File: src/shared/keyboard_wake_config_defines.svh
// register offsets, field positions and reset values of the keyboard wake configuration
`ifndef KEYBOARD_WAKE_CONFIG_DEFINES_SVH
`define KEYBOARD_WAKE_CONFIG_DEFINES_SVH

// ---------------------------------------------------------------
// address map: {logical device, index}
// ---------------------------------------------------------------
`define KWC_LDN_KBD        8'h07
`define KWC_LDN_PME        8'h0a
`define KWC_IDX_CFG        8'hf0
`define KWC_IDX_RSV_LO     8'hf1
`define KWC_IDX_RSV_HI     8'hff
`define KWC_IDX_IRQ_STAT   8'he0
`define KWC_IDX_IRQ_MASK   8'he1

// ---------------------------------------------------------------
// keyboard select register fields
// ---------------------------------------------------------------
`define KWC_KBD_AUX_POL    7
`define KWC_KBD_MOUSE_ISO  6
`define KWC_KBD_KEY_ISO    5
`define KWC_KBD_MOUSE_IRQ_LATCH_SEL     4
`define KWC_KBD_KBD_IRQ_LATCH_SEL     3
`define KWC_KBD_PORT92     2
`define KWC_KBD_WR_MASK    8'hfc
`define KWC_KBD_RESET      8'h00

// ---------------------------------------------------------------
// slow clock register fields
// ---------------------------------------------------------------
`define KWC_SLOW_ABSENT    0
`define KWC_SLOW_KEY_OFF   1
`define KWC_SLOW_WR_MASK   8'h03
`define KWC_SLOW_RESET     8'h00

// ---------------------------------------------------------------
// event status / mask bits
// ---------------------------------------------------------------
`define KWC_EVT_KBD_IRQ    0
`define KWC_EVT_MOUSE_IRQ  1
`define KWC_EVT_KEY_WAKE   2
`define KWC_EVT_WR_MASK    8'h07
`define KWC_EVT_RESET      8'h00

`endif

File: src/shared/keyboard_wake_pkg.sv
// types shared by the keyboard wake configuration block
`default_nettype none

package keyboard_wake_pkg;

   // register port request
   typedef struct packed {
      logic [15:0] addr;   // {logical device, index}
      logic [7:0]  wdata;
      logic        wr;
      logic        rd;
   } reg_req_t;

   // one pair of ps/2 style clock and data lines
   typedef struct packed {
      logic clk;
      logic data;
   } ps2_lines_t;

   // whole state of the block
   typedef struct packed {
      logic [7:0]  kbd_cfg;
      logic [7:0]  slow_cfg;
      logic [7:0]  evt_stat;
      logic [7:0]  evt_mask;
      logic [7:0]  rdata;
      logic        kbd_core_prev;
      logic        mouse_core_prev;
      logic        kbd_latch;
      logic        mouse_latch;
      logic        kbd_irq;
      logic        mouse_irq;
      logic        aux_out;
      ps2_lines_t  kbd_core;
      ps2_lines_t  mouse_core;
      logic        kbd_wake_data;
      logic        mouse_wake_data;
      logic        slow_gated;
      logic        irq;
   } state_t;

endpackage : keyboard_wake_pkg

`default_nettype wire
File: src/rtl/keyboard_wake_config.sv
// keyboard select and slow clock configuration with line isolation and irq muxing
//
// The strobed register port was chosen for this implementation.
`timescale 1ns/1ps
`default_nettype none
`include "keyboard_wake_config_defines.svh"

module keyboard_wake_config (
   input  wire logic                          clock_i,
   input  wire logic                          rst_i,
   input  wire keyboard_wake_pkg::reg_req_t   reg_req_i,
   output logic [7:0]                         reg_rdata_o,
   input  wire keyboard_wake_pkg::ps2_lines_t kbd_pin_i,
   input  wire keyboard_wake_pkg::ps2_lines_t mouse_pin_i,
   output keyboard_wake_pkg::ps2_lines_t      kbd_core_o,
   output keyboard_wake_pkg::ps2_lines_t      mouse_core_o,
   output logic                               kbd_data_line_wake_o,
   output logic                               mouse_data_line_wake_o,
   input  wire logic                          aux_port_core_i,
   output logic                               aux_port_output_o,
   input  wire logic                          kbd_irq_core_i,
   input  wire logic                          mouse_irq_core_i,
   input  wire logic                          kbd_irq_clr_i,
   input  wire logic                          mouse_irq_clr_i,
   output logic                               kbd_irq_o,
   output logic                               mouse_irq_o,
   output logic                               port92_en_o,
   input  wire logic                          slow_clock_pin_i,
   output logic                               slow_clock_gated_o,
   output logic                               slow_clock_absent_o,
   output logic                               key_wake_off_o,
   input  wire logic                          key_wake_hit_i,
   output logic                               irq_o
);

   // ---------------------------------------------------------------
   // state
   // ---------------------------------------------------------------
   keyboard_wake_pkg::state_t state_ff;
   keyboard_wake_pkg::state_t nxt_state;

   // ---------------------------------------------------------------
   // address decode
   // ---------------------------------------------------------------
   logic       sel_kbd_dev;
   logic       sel_pme_dev;
   logic [7:0] idx;
   logic       hit_kbd_cfg;
   logic       hit_kbd_rsv;
   logic       hit_slow_cfg;
   logic       hit_stat;
   logic       hit_mask;
   logic [7:0] evt_now;

   // split the address into logical device and index
   assign idx          = reg_req_i.addr[7:0];
   assign sel_kbd_dev  = (reg_req_i.addr[15:8] == `KWC_LDN_KBD);
   assign sel_pme_dev  = (reg_req_i.addr[15:8] == `KWC_LDN_PME);
   assign hit_kbd_cfg  = sel_kbd_dev && (idx == `KWC_IDX_CFG);
   assign hit_kbd_rsv  = sel_kbd_dev && (idx >= `KWC_IDX_RSV_LO)
                         && (idx <= `KWC_IDX_RSV_HI);
   assign hit_slow_cfg = sel_pme_dev && (idx == `KWC_IDX_CFG);
   assign hit_stat     = sel_pme_dev && (idx == `KWC_IDX_IRQ_STAT);
   assign hit_mask     = sel_pme_dev && (idx == `KWC_IDX_IRQ_MASK);

   // ---------------------------------------------------------------
   // next state
   // ---------------------------------------------------------------
   always_comb begin
      nxt_state = state_ff;

      // register writes; reserved bits are masked off, reserved indices ignored
      if (reg_req_i.wr && hit_kbd_cfg) begin
         nxt_state.kbd_cfg = reg_req_i.wdata & `KWC_KBD_WR_MASK;
      end
      if (reg_req_i.wr && hit_slow_cfg) begin
         nxt_state.slow_cfg = reg_req_i.wdata & `KWC_SLOW_WR_MASK;
      end
      if (reg_req_i.wr && hit_mask) begin
         nxt_state.evt_mask = reg_req_i.wdata & `KWC_EVT_WR_MASK;
      end

      // read data, valid the cycle after the strobe; unmapped reads give zero
      nxt_state.rdata = 8'h00;
      if (reg_req_i.rd) begin
         if (hit_kbd_cfg) begin
            nxt_state.rdata = state_ff.kbd_cfg;
         end else if (hit_kbd_rsv) begin
            nxt_state.rdata = 8'h00;
         end else if (hit_slow_cfg) begin
            nxt_state.rdata = state_ff.slow_cfg;
         end else if (hit_stat) begin
            nxt_state.rdata = state_ff.evt_stat;
         end else if (hit_mask) begin
            nxt_state.rdata = state_ff.evt_mask;
         end
      end

      // latched core interrupts: rising edge sets, clear input drops, set wins
      nxt_state.kbd_core_prev   = kbd_irq_core_i;
      nxt_state.mouse_core_prev = mouse_irq_core_i;
      if (kbd_irq_clr_i) begin
         nxt_state.kbd_latch = 1'b0;
      end
      if (kbd_irq_core_i && !state_ff.kbd_core_prev) begin
         nxt_state.kbd_latch = 1'b1;
      end
      if (mouse_irq_clr_i) begin
         nxt_state.mouse_latch = 1'b0;
      end
      if (mouse_irq_core_i && !state_ff.mouse_core_prev) begin
         nxt_state.mouse_latch = 1'b1;
      end

      // interrupt muxing: the AND form drops the output once the core lets go
      if (state_ff.kbd_cfg[`KWC_KBD_KBD_IRQ_LATCH_SEL]) begin
         nxt_state.kbd_irq = state_ff.kbd_latch;
      end else begin
         nxt_state.kbd_irq = kbd_irq_core_i && state_ff.kbd_latch;
      end
      if (state_ff.kbd_cfg[`KWC_KBD_MOUSE_IRQ_LATCH_SEL]) begin
         nxt_state.mouse_irq = state_ff.mouse_latch;
      end else begin
         nxt_state.mouse_irq = mouse_irq_core_i && state_ff.mouse_latch;
      end

      // aux port polarity
      if (state_ff.kbd_cfg[`KWC_KBD_AUX_POL]) begin
         nxt_state.aux_out = aux_port_core_i;
      end else begin
         nxt_state.aux_out = !aux_port_core_i;
      end

      // isolation parks the core side at the idle high level of the lines
      if (state_ff.kbd_cfg[`KWC_KBD_KEY_ISO]) begin
         nxt_state.kbd_core = '{clk: 1'b1, data: 1'b1};
      end else begin
         nxt_state.kbd_core = kbd_pin_i;
      end
      if (state_ff.kbd_cfg[`KWC_KBD_MOUSE_ISO]) begin
         nxt_state.mouse_core = '{clk: 1'b1, data: 1'b1};
      end else begin
         nxt_state.mouse_core = mouse_pin_i;
      end

      // wake path taps the pins directly, whatever the isolation bits say
      nxt_state.kbd_wake_data   = kbd_pin_i.data;
      nxt_state.mouse_wake_data = mouse_pin_i.data;

      // slow clock gate: key wake logic sees no edges while switched off
      nxt_state.slow_gated = slow_clock_pin_i
                             && !state_ff.slow_cfg[`KWC_SLOW_KEY_OFF];

      // events into sticky status
      evt_now = 8'h00;
      evt_now[`KWC_EVT_KBD_IRQ]   = kbd_irq_core_i && !state_ff.kbd_core_prev;
      evt_now[`KWC_EVT_MOUSE_IRQ] = mouse_irq_core_i && !state_ff.mouse_core_prev;
      evt_now[`KWC_EVT_KEY_WAKE]  = key_wake_hit_i
                                    && !state_ff.slow_cfg[`KWC_SLOW_KEY_OFF];

      // write one to clear, a new event in the same cycle wins
      if (reg_req_i.wr && hit_stat) begin
         nxt_state.evt_stat = state_ff.evt_stat & ~reg_req_i.wdata;
      end
      nxt_state.evt_stat = nxt_state.evt_stat | evt_now;
      nxt_state.irq = |(nxt_state.evt_stat & nxt_state.evt_mask);
   end

   // ---------------------------------------------------------------
   // state register
   // ---------------------------------------------------------------
   always_ff @(posedge clock_i) begin
      if (rst_i) begin
         state_ff          <= '0;
         state_ff.kbd_cfg  <= `KWC_KBD_RESET;
         state_ff.slow_cfg <= `KWC_SLOW_RESET;
         state_ff.evt_stat <= `KWC_EVT_RESET;
         state_ff.evt_mask <= `KWC_EVT_RESET;
         state_ff.kbd_core <= '{clk: 1'b1, data: 1'b1};
         state_ff.mouse_core <= '{clk: 1'b1, data: 1'b1};
         state_ff.aux_out  <= 1'b1;  // inactive for the default active low form
      end else begin
         state_ff <= nxt_state;
      end
   end

   // ---------------------------------------------------------------
   // outputs
   // ---------------------------------------------------------------
   assign reg_rdata_o            = state_ff.rdata;
   assign kbd_core_o             = state_ff.kbd_core;
   assign mouse_core_o           = state_ff.mouse_core;
   assign kbd_data_line_wake_o   = state_ff.kbd_wake_data;
   assign mouse_data_line_wake_o = state_ff.mouse_wake_data;
   assign aux_port_output_o      = state_ff.aux_out;
   assign kbd_irq_o              = state_ff.kbd_irq;
   assign mouse_irq_o            = state_ff.mouse_irq;
   assign port92_en_o            = state_ff.kbd_cfg[`KWC_KBD_PORT92];
   assign slow_clock_gated_o     = state_ff.slow_gated;
   assign slow_clock_absent_o    = state_ff.slow_cfg[`KWC_SLOW_ABSENT];
   assign key_wake_off_o         = state_ff.slow_cfg[`KWC_SLOW_KEY_OFF];
   assign irq_o                  = state_ff.irq;
endmodule : keyboard_wake_config

`default_nettype wire

File: config.mk
export PLATFORM = sky130hd
export DESIGN_NAME = keyboard_wake_config
export DESIGN_NICKNAME = d
export VERILOG_FILES = /design/src/shared/keyboard_wake_pkg.sv /design/src/rtl/keyboard_wake_config.sv
export VERILOG_INCLUDE_DIRS = /design/src /design/src/shared
export SDC_FILE = /design/constraint.sdc
export NUM_CORES = 1
export LEC_CHECK = 0
export BUFFER_PORTS_ARGS = -buffer_cell sky130_fd_sc_hd__buf_2
export CAP_MARGIN = 10
export CORE_MARGIN = 2
export CORE_UTILIZATION = 49
export CTS_BUF_LIST = sky130_fd_sc_hd__clkbuf_4 sky130_fd_sc_hd__clkbuf_8
export CTS_CLUSTER_SIZE = 24
export DETAILED_ROUTE_END_ITERATION = 7
export PLACE_DENSITY = 0.77
export SKIP_CTS_REPAIR_TIMING = 1
export SYNTH_ARGS = -nofsm -noshare
export SYNTH_HDL_FRONTEND = slang
export SYNTH_SLANG_ARGS = --single-unit
export TNS_END_PERCENT = 1
File: constraint.sdc
create_clock -name clock_i -period 6.3 [get_ports clock_i]
set_input_delay 1.26 -clock clock_i [delete_from_list [all_inputs] [get_ports clock_i]]
set_output_delay 1.26 -clock clock_i [all_outputs]
set_load 0.02 [all_outputs]
* Word level (Yosys, flattened, before mapping) *
Cells that the tools add are included.

storage, ports and cells
  flip-flop bits (word level) = 47
  bits in latches = 0
  memory bits (writable) = 0
  memory bits (read-only) = 0
  bits of input ports = 39
  word-level logic and storage cells = 74
  memories = 0

cells by class
  add/subtract/negate cells = 0
  multipliers = 0
  divide/modulo/power cells = 0
  magnitude comparators = 2
  equal/unequal tests = 5
  shift-type cells = 0
  muxes and demuxes = 14
  bitwise gates (word level) = 5
  reduce and logical (&&, ||, !) cells = 27

operators with widths
  kind                                                              number
  8-bit two-way mux                                                 7
  8-bit == test (second input constant)                             3
  8-bit AND                                                         2
  1-bit logical AND                                                 16
  8-bit by 3-bit == test with 1-bit output (second input constant)  1
  8-bit by 4-bit == test with 1-bit output (second input constant)  1
  8-bit greater-or-equal comparator (second input constant)         1
  8-bit <= comparator (second input constant)                       1
  8-bit inverter                                                    1
  8-bit by 3-bit bitwise OR with 8-bit output                       1
  8-bit OR reduction                                                1
  1-bit two-way mux                                                 7
  2-bit OR reduction                                                3
  1-bit zero test                                                   4
  2-bit nonzero test                                                2
  4-bit OR reduction                                                1
  1-bit inverter                                                    1

* Longest topological paths before layout *
  depth after elaboration = 7
  mapped depth = 7

* Least setup slack after synthesis *
No wires, ideal clock.

  kind = input port to flip-flop
  start point = input reg_req_i[20] (netlist bit)
  end point = register state_ff (netlist bit irq_o)
  arrival = 2.862 ns
  data required time = 6.162 ns
  setup slack = 3.300 ns
  cell stages on the path = 6
  buffers on the path = 0
  cells stage by stage = or4b_1 -> nor4b_4 -> a31oi_1 -> nor4_1 -> a22o_1 -> a41oi_1

between the ends
  word-level cells in the longest chain between the ends = 7

ends and longest elaborated chain
  item                                                    RTL line                     text
  start, declared                                         keyboard_wake_config.sv:11   input wire keyboard_wake_pkg::reg_req_t reg_req_i,
  8-bit by 4-bit == test with 1-bit output (no line) (*)  n/a
  1-bit logical AND                                       keyboard_wake_config.sv:63   assign hit_stat = sel_pme_dev && (idx == `KWC_IDX_IRQ_STAT);
  1-bit logical AND                                       keyboard_wake_config.sv:162  if (reg_req_i.wr && hit_stat) begin
  8-bit two-way mux                                       keyboard_wake_config.sv:162
  8-bit by 3-bit bitwise OR with 8-bit output             keyboard_wake_config.sv:165  nxt_state.evt_stat = nxt_state.evt_stat | evt_now;
  8-bit AND (*)                                           keyboard_wake_config.sv:166  nxt_state.irq = |(nxt_state.evt_stat & nxt_state.evt_mask);
  8-bit OR reduction (*)                                  keyboard_wake_config.sv:166
  end signal, assigned                                    keyboard_wake_config.sv:183  state_ff <= nxt_state;
  end, declared                                           keyboard_wake_config.sv:39   keyboard_wake_pkg::state_t state_ff;

Every way passes the cells marked *; elsewhere a longest branch is shown, timed or not.
A chain may end at the register's enable or synchronous reset.

* Worst setup path in the final report *
Ends and elaborated chain as after synthesis.

==> results.yml <==
cts:
  cts_made_buffers: 5
  cts_num_sinks: 47
  clock_path_buffers: 2
  clk_pin_slew_ps: 80
  tritoncts: "built"
  worstSkewPairLatency_ps: 300
  clockRootBuffer: "clkbuf_8"
  htreeDepth: 2
logic_synthesis:
  synth_area_um2: 1860
  yosys.area_share.simple_pct: 27.5
  synth-xor-area-share_pct: 0.472
  synth_fp_nets: 237
  ys_async_sr_fraction_pct: 0
  syn-instance-count: 198
  synth_compound_area_share_pct: 13.2
  seq_area_frac_synth_pct: 50.7
  muxShareOfSynthArea_pct: 1.08
  ys_ff_latch: 47
  avgSynthCellArea_um2: 9.38
  synth_cell_types: 36
  synth_edf_count: 0
  synth_top_family_by_area: "simple AND/OR/NAND/NOR gates"
  yosys_warnings: 0
  ys.flop_type: "dfxtp_1"
  synthAdderAreaFrac_pct: 0
critical_path:
  critPathMaxFanout: 17
  critPathKind: "in -> reg"
  crit_arrival_ps: 3540
  critPathRequiredTime_ps: 6450
  cp-start-kind: "input port"
  cp-end-kind: "flip-flop"
timing:
  rsz0062_at_grt: "no"
  fin_crit_ps: 3380
  fin_skew_ps: 4.35
  worst_pin_slew_ps: 846
  hold_violations: 0
  fin_tns_setup_ps: 0
  drv_slew: 0
  fmax_mhz: 296
  setup_viol: 0
  min_period_over_period_pct: 53.7
  max_slew_margin_pct: 43.4
  fin_ws_ps: 2920
drt:
  drt_iter0_drc: 195
  ant_nets: 0
  wl_um: 3980
  vias: 1582
  drt-pass1-iter-count: 5
  wl_per_cell_um: 13.6
  drc: 0
  via_per_inst: 5.40
hold_path:
  holdCritPathClass: "reg -> reg"
power_and_ir_drop:
  leakagePower_nw: 0.929
  irDropWorstVdd_uv: 156
  power.density_nw_per_um2: 240
layout:
  layout_common_cells: "60 x buf_2, 47 x dfxtp_1, 19 x nand2_1, 17 x a21oi_1, 16 x nor2_1"
  drive_gt1_share_pct: 29.8
  nNetsFinal: 284
  layout-area-overhead-vs-synth_pct: 17.7
  postLayoutCoreUtil_pct: 59.7
  fill_cells: 338
  diodes: 0
  layout_commonest_cell: "buf_2"
grt:
  grt_busiest_layer: "met2"
  grt_max_degree: 37
  grtUsageTotal_pct: 19.6
  overflow: 0
  grt_pass1_vias: 1391
  grt_pass1_wl_um: 6350
  antenna_found_initial: 0
  grt_use_met3_pct: 6.16
  grt_use_met2_pct: 31.1
  grt_use_met1_pct: 24.0
job:
  maxCapViolations: 0
floorplanning:
  die_area_um2: 4300
  start_util_pct: 50.7
  io_pins: 61
  die_height_um: 65.6
  die_w_um: 65.6
  row_count: 22
  fp.coreArea_um2: 3660
placement:
  io_buffer_count: 60
  dp_hpwl_um: 2860
  post-place-ws_ps: 2620
  gp_routability_congestion: 0.869
run_status:
  status: "finished clean"
==> sequential cells by signal, summed over array words and instances, names as in the netlist, 2 cells and up <==
signal	count
kbd_core_o	2
mouse_core_o	2
reg_rdata_o	8
state_ff	25
==> layout make-up <==
type	instances	area [um^2]	area share, %
Timing Repair Buffer	61	308	14.1
Clock inverter	1	5.00	0.229
Tap cell	48	60.1	2.75
Clock buffer	6	82.6	3.78
Multi-Input combinational cell	129	785	35.9
Inverter	1	3.75	0.172
Sequential cell	47	941	43.1
==> kinds of logic (layout without fill, tap and decap cells) <==
family	count (synthesis)	count (layout)
AOI/OAI and AO/OA	36	36
DFF	47	47
xor gates and xnor gates	1	1
and+or+nand+nor	90	90
buffers and inverters	22	69
muxes	2	2
==> worst max-delay path, stage by stage <==
cell     delay [ps]
buf_2           110
or4b_1          600
nor4b_4         750
a31oi_1         170
nor4_1          350
a22o_1          180
a41oi_1         110
==> cell usage after synthesis, types with 2 or more instances <==
cell type	n	area, um^2
dfxtp_1	47	941
nand2_1	19	71.3
a21oi_1	17	85.1
nor2_1	16	60.1
buf_4	13	97.6
nand2b_1	11	68.8
nand3_1	11	55.1
a222oi_1	8	80.1
clkbuf_1	7	26.3
and2_1	6	37.5
nor2b_1	6	37.5
a31oi_1	4	25.0
or3_1	4	25.0
nor3b_1	3	22.5
and3_1	2	12.5
mux2i_1	2	20.0
nand4_1	2	12.5
nor4_1	2	12.5
==> stage by stage <==
stage	cells	cell area, um^2	hold slack, ps	power [mW]
after floorplan	198	1860	423	0.333
after global placement	286	2100	437	0.350
after detailed placement	286	2100	459	0.351
after CTS	293	2180	471	0.528
after global routing	293	2180	489	0.543
final	293	2180	465	0.524
==> per-layer routing <==
metal / part of all wire, % / vias up
met1: 43 / 732
met5: 0 / -
met2: 47 / 59
met4: 1.8 / 0
met3: 7.6 / 9
li1: - / 782
==> worst paths after layout <==
path / start / end / slack [ps] / cells after the start
hold / removal: state_ff[38] / state_ff[38] / 460 / 2
setup / recovery: reg_req_i[20] / irq_o / 2920 / 7
hold reg to reg: state_ff[38] / state_ff[38] / 460 / 2
setup reg to reg: state_ff[13] / irq_o / 4880 / 6
==> report_power, final <==
part	total [mW]	internal [mW]	leakage [nW]	switching, mW
clock network	0.180	0.0861	0.0470	0.0938
registers	0.305	0.303	0.383	0.00173
logic	0.0391	0.0173	0.499	0.0218
Power figures use the tool's default switching activity.
